--- config.mk ---
export PLATFORM = sky130hd
export DESIGN_NAME = cidsb_core
export DESIGN_NICKNAME = d
export VERILOG_FILES = /design/src/verilog/cidsb_pkg.sv /design/src/verilog/cidsb_core.sv
export SDC_FILE = /design/constraint.sdc
export NUM_CORES = 2
export LEC_CHECK = 0
export ABC_CLOCK_PERIOD_IN_PS = 5600
export BUFFER_PORTS_ARGS = -buffer_cell sky130_fd_sc_hd__buf_2
export CAP_MARGIN = 20
export CORE_ASPECT_RATIO = 0.5
export CORE_MARGIN = 2
export CORE_UTILIZATION = 64
export DETAILED_ROUTE_END_ITERATION = 16
export PLACE_DENSITY_LB_ADDON = 0.1
export SLEW_MARGIN = 0
export SYNTH_ARGS = -nofsm -noshare
export SYNTH_HDL_FRONTEND = slang
export SYNTH_SLANG_ARGS = --single-unit
--- constraint.sdc ---
create_clock -name mclk_in -period 5.6 [get_ports mclk_in]
set_input_delay 0.28 -clock mclk_in [delete_from_list [all_inputs] [get_ports mclk_in]]
set_output_delay 0.28 -clock mclk_in [all_outputs]
set_load 0.05 [all_outputs]
--- src/verilog/cidsb_pkg.sv ---
// constants for the inc/dec-skip, or and absolute-branch execution block
// assumes a 14-bit instruction word and a 7-bit file register address
package cidsb_pkg;

  // ----------------------------------------------------------------
  // instruction word layout
  // ----------------------------------------------------------------
  localparam int unsigned CIDSB_IW        = 14;
  localparam int unsigned CIDSB_OP_HI     = 13;
  localparam int unsigned CIDSB_OP_LO     = 8;
  localparam int unsigned CIDSB_BROP_LO   = 11;
  localparam int unsigned CIDSB_DEST_BIT  = 7;
  localparam int unsigned CIDSB_FADDR_HI  = 6;
  localparam int unsigned CIDSB_LIT_HI    = 7;
  localparam int unsigned CIDSB_BRK_HI    = 10;
  localparam int unsigned CIDSB_LATCH_HI  = 6;
  localparam int unsigned CIDSB_LATCH_LO  = 3;
  localparam int unsigned CIDSB_LATCH_W   = 7;
  localparam int unsigned CIDSB_PC_W      = 15;
  localparam int unsigned CIDSB_FADDR_W   = 7;
  localparam int unsigned CIDSB_DATA_W    = 8;
  localparam int unsigned CIDSB_NREGS     = 128;

  // ----------------------------------------------------------------
  // opcodes (upper six bits, branch uses upper three)
  // ----------------------------------------------------------------
  localparam logic [5:0] CIDSB_OP_DECREMENT_SKIP_ZERO  = 6'h0B;
  localparam logic [5:0] CIDSB_OP_INCREMENT_SKIP_ZERO  = 6'h0F;
  localparam logic [5:0] CIDSB_OP_INCREMENT_REGISTER   = 6'h0A;
  localparam logic [5:0] CIDSB_OP_OR_ACC_WITH_REGISTER = 6'h04;
  localparam logic [5:0] CIDSB_OP_OR_LITERAL_INTO_ACC  = 6'h38;
  localparam logic [2:0] CIDSB_OP_BRANCH_ABSOLUTE      = 3'h5;

  // ----------------------------------------------------------------
  // destination select and reset values
  // ----------------------------------------------------------------
  localparam logic        CIDSB_DEST_ACC  = 1'b0;
  localparam logic        CIDSB_DEST_FILE = 1'b1;
  localparam logic [7:0]  CIDSB_ACC_RST   = 8'h00;
  localparam logic [7:0]  CIDSB_FILE_RST  = 8'h00;
  localparam logic [14:0] CIDSB_PC_RST    = 15'h0000;
  localparam logic        CIDSB_Z_RST     = 1'b0;
  localparam logic [7:0]  CIDSB_ONE       = 8'h01;
  localparam logic [7:0]  CIDSB_ZERO      = 8'h00;
  localparam logic [14:0] CIDSB_PC_STEP   = 15'h0001;

  typedef enum logic [1:0] {
    CIDSB_ST_RUN,
    CIDSB_ST_SKIP,
    CIDSB_ST_BRANCH
  } cidsb_state_e;

endpackage
--- src/verilog/cidsb_core.sv ---
// execution core for six instructions of an 8-bit controller core
// assumes one instruction offered per enabled cycle on instr_valid_in
`timescale 1ns/1ps
`default_nettype none

module cidsb_core
  import cidsb_pkg::*;
(
  input  wire logic                     mclk_in,
  input  wire logic                     nrst_in,
  input  wire logic                     ce_in,
  input  wire logic                     instr_valid_in,
  input  wire logic [CIDSB_IW-1:0]      instr_in,
  input  wire logic [CIDSB_LATCH_W-1:0] pc_high_latch_in,
  input  wire logic [CIDSB_FADDR_W-1:0] peek_addr_in,
  output logic      [CIDSB_DATA_W-1:0]  acc_out,
  output logic                          zero_flag_out,
  output logic      [CIDSB_PC_W-1:0]    pc_out,
  output logic                          no_operation_next_out,
  output logic      [CIDSB_DATA_W-1:0]  peek_data_out
);

  // ----------------------------------------------------------------
  // state
  // ----------------------------------------------------------------
  cidsb_state_e                state;
  cidsb_state_e                next_state;
  logic [CIDSB_DATA_W-1:0]     file_mem [CIDSB_NREGS];
  logic [CIDSB_DATA_W-1:0]     acc;
  logic                        zero_flag;
  logic [CIDSB_PC_W-1:0]       pc;
  logic                        no_op_next;
  logic [CIDSB_DATA_W-1:0]     peek;

  // ----------------------------------------------------------------
  // decode
  // ----------------------------------------------------------------
  wire logic [5:0]                op      = instr_in[CIDSB_OP_HI:CIDSB_OP_LO];
  wire logic [2:0]                br_op   = instr_in[CIDSB_OP_HI:CIDSB_BROP_LO];
  wire logic                      dest    = instr_in[CIDSB_DEST_BIT];
  wire logic [CIDSB_FADDR_W-1:0]  faddr   = instr_in[CIDSB_FADDR_HI:0];
  wire logic [CIDSB_DATA_W-1:0]   lit     = instr_in[CIDSB_LIT_HI:0];
  wire logic [CIDSB_DATA_W-1:0]   fval    = file_mem[faddr];

  wire logic is_dsz   = op == CIDSB_OP_DECREMENT_SKIP_ZERO;
  wire logic is_isz   = op == CIDSB_OP_INCREMENT_SKIP_ZERO;
  wire logic is_inc   = op == CIDSB_OP_INCREMENT_REGISTER;
  wire logic is_or_acc_with_register = op == CIDSB_OP_OR_ACC_WITH_REGISTER;
  wire logic is_or_literal_into_acc = op == CIDSB_OP_OR_LITERAL_INTO_ACC;
  // the branch owns an eighth of the opcode space, so it is matched on three bits only
  wire logic is_branch_absolute  = br_op == CIDSB_OP_BRANCH_ABSOLUTE;
  wire logic is_fop   = is_dsz | is_isz | is_inc | is_or_acc_with_register;

  // an instruction offered during a flush slot is swallowed as a no_operation
  wire logic in_run   = state == CIDSB_ST_RUN;
  wire logic step     = ce_in & instr_valid_in;
  wire logic exec     = step & in_run;
  wire logic flushing = step & ~in_run;

  // ----------------------------------------------------------------
  // datapath
  // ----------------------------------------------------------------
  wire logic [CIDSB_DATA_W-1:0] dec_val = fval - CIDSB_ONE;
  wire logic [CIDSB_DATA_W-1:0] inc_val = fval + CIDSB_ONE;

  wire logic [CIDSB_DATA_W-1:0] next_result =
    is_dsz ? dec_val :
    (is_isz | is_inc) ? inc_val :
    is_or_acc_with_register ? (acc | fval) :
    (acc | lit);

  // zero is judged on the 8-bit result alone; a wrap from FF counts as zero
  wire logic result_zero = next_result == CIDSB_ZERO;

  // destination routing shared by all file-register operations
  wire logic wr_file = exec & is_fop & (dest == CIDSB_DEST_FILE);
  wire logic wr_acc  = exec & ((is_fop & (dest == CIDSB_DEST_ACC)) | is_or_literal_into_acc);

  // the skip forms leave zero alone, only the three plain forms touch it
  wire logic upd_zero = exec & (is_inc | is_or_acc_with_register | is_or_literal_into_acc);

  wire logic skip_now   = exec & (is_dsz | is_isz) & result_zero;
  wire logic branch_now = exec & is_branch_absolute;

  wire logic [CIDSB_PC_W-1:0] branch_target = {
    pc_high_latch_in[CIDSB_LATCH_HI:CIDSB_LATCH_LO],
    instr_in[CIDSB_BRK_HI:0]
  };

  // a skipped word still occupies an address; the slot after a branch does not
  wire logic pc_hold = flushing & (state == CIDSB_ST_BRANCH);

  wire logic [CIDSB_PC_W-1:0] next_pc =
    branch_now ? branch_target :
    (step & ~pc_hold) ? pc + CIDSB_PC_STEP :
    pc;

  wire logic next_zero = upd_zero ? result_zero : zero_flag;

  wire logic [CIDSB_DATA_W-1:0] next_acc = wr_acc ? next_result : acc;

  // skip and branch share one swallow slot; a word offered there is consumed, never queued
  always_comb begin
    next_state = state;
    case (state)
      CIDSB_ST_RUN: begin
        if (skip_now) begin
          next_state = CIDSB_ST_SKIP;
        end else if (branch_now) begin
          next_state = CIDSB_ST_BRANCH;
        end
      end
      CIDSB_ST_SKIP,
      CIDSB_ST_BRANCH: begin
        if (flushing) begin
          next_state = CIDSB_ST_RUN;
        end
      end
      default: next_state = CIDSB_ST_RUN;
    endcase
  end

  wire logic next_no_op = next_state != CIDSB_ST_RUN;

  // ----------------------------------------------------------------
  // registers
  // ----------------------------------------------------------------
  always_ff @(posedge mclk_in or negedge nrst_in) begin
    if (!nrst_in) begin
      state      <= CIDSB_ST_RUN;
      acc        <= CIDSB_ACC_RST;
      zero_flag  <= CIDSB_Z_RST;
      pc         <= CIDSB_PC_RST;
      no_op_next <= 1'b0;
      peek       <= CIDSB_FILE_RST;
    end else if (ce_in) begin
      state      <= next_state;
      acc        <= next_acc;
      zero_flag  <= next_zero;
      pc         <= next_pc;
      no_op_next <= next_no_op;
      peek       <= file_mem[peek_addr_in];
    end
  end

  // file registers have no read side effects, so a flat array suffices
  always_ff @(posedge mclk_in or negedge nrst_in) begin
    if (!nrst_in) begin
      for (int i = 0; i < CIDSB_NREGS; i++) begin
        file_mem[i] <= CIDSB_FILE_RST;
      end
    end else if (wr_file) begin
      file_mem[faddr] <= next_result;
    end
  end

  assign acc_out               = acc;
  assign zero_flag_out         = zero_flag;
  assign pc_out                = pc;
  assign no_operation_next_out = no_op_next;
  assign peek_data_out         = peek;
endmodule

`default_nettype wire

After elaboration in Yosys (flattened, before gate mapping)
Cells that the tools add are included.

Output and inout bits: 33. Bits in registers: 1059. Input bits: 32.

Equality and inequality tests: 8. Order comparisons: 3. Add/sub/neg operators: 3. Reductions and logical operators: 9. Bitwise gates (word level): 27. Muxes and demuxes: 18.

Operators with widths (number): $bwmux W1024 (1); $bmux W8 S7 (2); $mux W8 (8); $demux W8 S7 (1); $mux W15 (2); $eq A6 B4 Y1 const B (3); $ge A8 B8 Y1 const B (2); $not A7 Y8 (2); $or A8 B8 Y8 (2); $add A15 B1 Y15 const B (1); $and A1 B1 Y1 (13); $add A8 B1 Y8 const B (1); $logic_not A8 Y1 (1); $lt A8 B1 Y1 const B (1); $sub A8 B1 Y8 const B (1); $or A1 B1 Y1 (7); $eq A6 B3 Y1 const B (1); $eq A6 B6 Y1 const B (1); $mux W2 (3); $reduce_and A2 Y1 (3); $pmux W2 S2 (1); $reduce_bool A2 Y1 (2); $eq A3 B3 Y1 const B (1); $not A1 Y1 (3); 5 further kinds (5).

Depth between registers and ports, before layout
Depth in word-level cells: 13. Mapped depth: 23.

Worst setup path before layout
No wires, ideal clock.

Path type: input to register. From: in instr_in[0]. To: reg state[1]. Library setup time: 0.142 ns. Cell stages on the path: 17. Path buffers: 2. Arrival: 4.319 ns. Setup slack: 1.139 ns. Data required time: 5.458 ns. Cells stage by stage: buf_6 -> buf_6 -> mux4_2 -> mux4_2 -> o22ai_1 -> a211oi_1 -> or4_1 -> or2_1 -> inv_1 -> ha_1 -> nand2_1 -> nor4_1 -> mux2i_1 -> a211oi_1 -> or4b_1 -> nor4_1 -> o32ai_1.

Cells in the longest elaborated chain, start to end: 12.

Ends and longest elaborated chain: start, declared (RTL line cidsb_core.sv:13) `input wire logic [CIDSB_IW-1:0] instr_in,`; branches (longest 7 deep; another with $add A8 B1 Y8); $mux W8 (*) (RTL line cidsb_core.sv:67) `is_dsz ? dec_val :`; $logic_not A8 Y1 (*) (RTL line cidsb_core.sv:73) `wire logic result_zero = next_result == CIDSB_ZERO;`; $and A1 B1 Y1 (*) (RTL line cidsb_core.sv:82) `wire logic skip_now = exec & (is_dsz | is_isz) & result_zero;`; $mux W2 (*) (RTL line cidsb_core.sv:107) `if (skip_now) begin`; $pmux W2 S2 (*) (RTL line cidsb_core.sv:105) `case (state)`; end signal, assigned (RTL line cidsb_core.sv:137) `state <= next_state;`; end, declared (RTL line cidsb_core.sv:26) `cidsb_state_e state;`.

Every way passes the cells marked *. The select of a mux whose other input is x is not followed. A chain may end at the register's enable or synchronous reset.

Worst setup path after layout
Ends and elaborated chain as after synthesis.

==> impl_metrics.json <==
{
  "outcome": "finished, final reports clean",
  "fmax_mhz": 202,
  "seqCellArea_mm2": 0.0265,
  "whs_ns": 0.0584,
  "drc": 0,
  "drv_slew": 0,
  "yosys.area.top_type": "dfrtp_1",
  "grt_use_total_pct": 45.3,
  "grt_overflow_total": 0,
  "max_slew_margin_pct": 12.2,
  "hold_viol_final": 0,
  "syn_inst": 5023,
  "layout_common_cells": "1235 x nand2_1, 1059 x dfrtp_1, 685 x o21ai_0, 489 x mux4_2, 317 x mux2_2",
  "vias": 44500,
  "drive_above_1_share_pct": 25.6,
  "area_delta_synth_final_pct": 9.52,
  "finalCritPeriodShare_pct": 88.3,
  "gp_congestion": 1.03,
  "startpoint_type": "primary input",
  "hp-class": "primary input to flip-flop",
  "fin_crit_ns": 4.95,
  "setup_violations": 0,
  "dieWidth_um": 424,
  "rsz0062_at_grt": "false",
  "grt_max_degree": 161,
  "io_pins": 65,
  "die_h_um": 214,
  "clock-sinks": 1059,
  "rr_startpoint": "file_mem[736]",
  "max_slew.worst_pin.slew_ns": 1.30,
  "cp_slowest_cell": "or4_1",
  "syn-num-nets": 5061,
  "path_cells": "buf_8 > buf_12 > buf_12 > mux4_2 > mux2i_1 > buf_4 > a211oi_1 > or4_1 > or2_1 > inv_1 > ha_1 > nand2_1 > nor4_1 > mux2i_1 > a211oi_4 > or4b_1 > nor4_1 > o32ai_1",
  "cts_max_path_buffers": 3,
  "power.leakage_nw": 27.2,
  "ys_ff_latch": 1059,
  "routed_wl_um": 200000,
  "antenna_found_initial": 16,
  "core_mm2": 0.0866,
  "synth_top_cell_area_share_pct": 47.0,
  "netlist_area_mm2": 0.0564,
  "grt_pass1_vias": 43400,
  "fp-row-count": 76,
  "crit_fanout": 26,
  "yosysWarningCount": 0,
  "synth-main-ff-cell": "dfrtp_1",
  "via_per_inst": 7.22,
  "clk_latency_ns": 0.71,
  "fin_tns_setup_ns": 0,
  "num-fill-cells": 6086,
  "cpPeakStageDelay_ns": 0.66,
  "cap_violations": 0,
  "cts_inserted_buffers": 94,
  "synth_edf_count": 0,
  "final_common_cell": "nand2_1",
  "die_area_mm2": 0.0906,
  "cp.required_ns": 6.15,
  "worst_slack_ns": 0.653,
  "cpLargestDelayFamily": "simple AND/OR/NAND/NOR gates",
  "cts_tree": "done",
  "cp.depth": 18,
  "drt_pass1_iterations": 7,
  "yosys-top-cells-area": "dfrtp_1 47%, mux4_2 20%, nand2_1 8.2%, mux2_2 6.3%, o21ai_0 6.1%",
  "synth-seq-area-share_pct": 47.0,
  "port_buffers": 61,
  "synthArstFlopShare_pct": 100,
  "syn_avg_cell_area_um2": 11.2,
  "grt_pass1_wl_um": 296000,
  "power.density_mw_per_mm2": 274,
  "ff2ff_path_depth": 15,
  "crit_start": "instr_in[0]",
  "hold_depth": 3,
  "fin_worst_skew_ns": 0.0220,
  "pre_cts_ws_ns": -0.00761,
  "cts-root-buf": "clkbuf_16",
  "ys_types": 88,
  "end_kind": "flip-flop",
  "post-route-util_pct": 71.3,
  "path_buf_inv": 5,
  "holdCritStartpoint": "instr_in[9]",
  "postRouteAntennaNets": 0,
  "clk_pin_slew_ns": 0.07,
  "fin_nets": 4957,
  "worst_ep_arrival_time_ns": 5.50,
  "post-cts-setup-buffer-count": 0,
  "detail_route.wl_per_cell_um": 32.5,
  "worstSetupPathType": "primary input to flip-flop",
  "start_util_pct": 65.1,
  "dpl.hpwl_um": 134000,
  "multi_input_area_mm2": 0.0281,
  "htree_num_levels": 3,
  "first_iter_violations": 6347,
  "ir_drop_uv": 248
}
==> cell type report <==
type                    instances  share of cell area [%]
repair buffers                273                    4.12
multi-input cells            3475                    45.5
clock inverters                27                   0.490
well taps                    1170                    2.37
diodes                          9                  0.0365
flip-flops and latches       1059                    42.9
clock buffers                 138                    4.52
inverters                      16                  0.0993
==> final timing paths <==
path	end	slack [ns]
hold reg to reg	file_mem[53]	0.50
min in group asynchronous	file_mem[114]	0.15
setup / recovery	state[1]	0.65
hold / removal	pc_out[9]	0.06
max in group asynchronous	file_mem[957]	3.92
setup reg to reg	state[1]	0.71
==> metrics by stage <==
step                      cells  power (mW)  instance area, um^2
after CTS                  6158        16.8                61700
after global routing       6158        17.3                61700
final                      6167        16.9                61800
after detailed placement   5985        10.2                58600
after global placement     5984        10.2                58600
after floorplan            5023        9.21                56400
==> registers in the layout, indices dropped and copies added (netlist names) <==
register               count
file_mem                1024
acc_out                    8
zero_flag_out              1
peek_data_out              8
pc_out                    15
no_operation_next_out      1
state                      2
==> synthesized netlist by cell type, drive strengths merged, types with 7 or more instances <==
library cell,instances
a211oi,8
a21bo,9
a21oi,80
a221oi,91
a222oi,8
a22o,7
a22oi,38
a31oi,16
and2,7
and3,12
buf,130
clkbuf,343
dfrtp,1059
inv,15
mux2,317
mux2i,65
mux4,489
nand2,1236
nand2b,25
nand3,32
nand3b,7
nor2,113
nor2b,14
nor3,31
o211ai,9
o21ai,688
o22ai,30
o2bb2ai,8
o31ai,7
o32ai,7
==> layer usage <==
metal | GRT usage (%) | up-vias | part of all wire, %
met1 | 61.3 | 22500 | 37
met3 | 23.3 | 700 | 17
met5 | 0.469 | - | 0.027
met2 | 61.1 | 3118 | 41
li1 | - | 18200 | -
met4 | 20.7 | 8 | 5.4
==> repair_timing <==
item / in CTS / in global routing
hold endpoints to repair: 97 / 0
resized for setup: 0 / 0
hold buffers: 8 / 0
==> tightest hold or removal path, stage by stage <==
cell,delay [ns]
buf_2,0.16
o22ai_1,0.18
a21oi_1,0.09
==> power by group <==
group | switching [mW] | internal (mW) | total, mW
logic | 1.70 | 0.585 | 2.28
registers | 0.0964 | 7.74 | 7.83
clock network | 3.06 | 3.72 | 6.77
total | 4.85 | 12.0 | 16.9
==> kinds of logic (layout without fill, tap and decap cells) <==
group                      Yosys count  after routing  synth area share, %
muxes                              871            871                 27.0
adders and majority gates            6              6                0.133
xor gates and xnor gates             8              8                0.124
and+or+nand+nor                   1526           1526                 11.0
buffers and inverters              489            454                 3.58
other                                0              9                    0
AOI/OAI and AO/OA                 1064           1064                 11.2
DFF                               1059           1059                 47.0
Power figures use the tool's default switching activity.
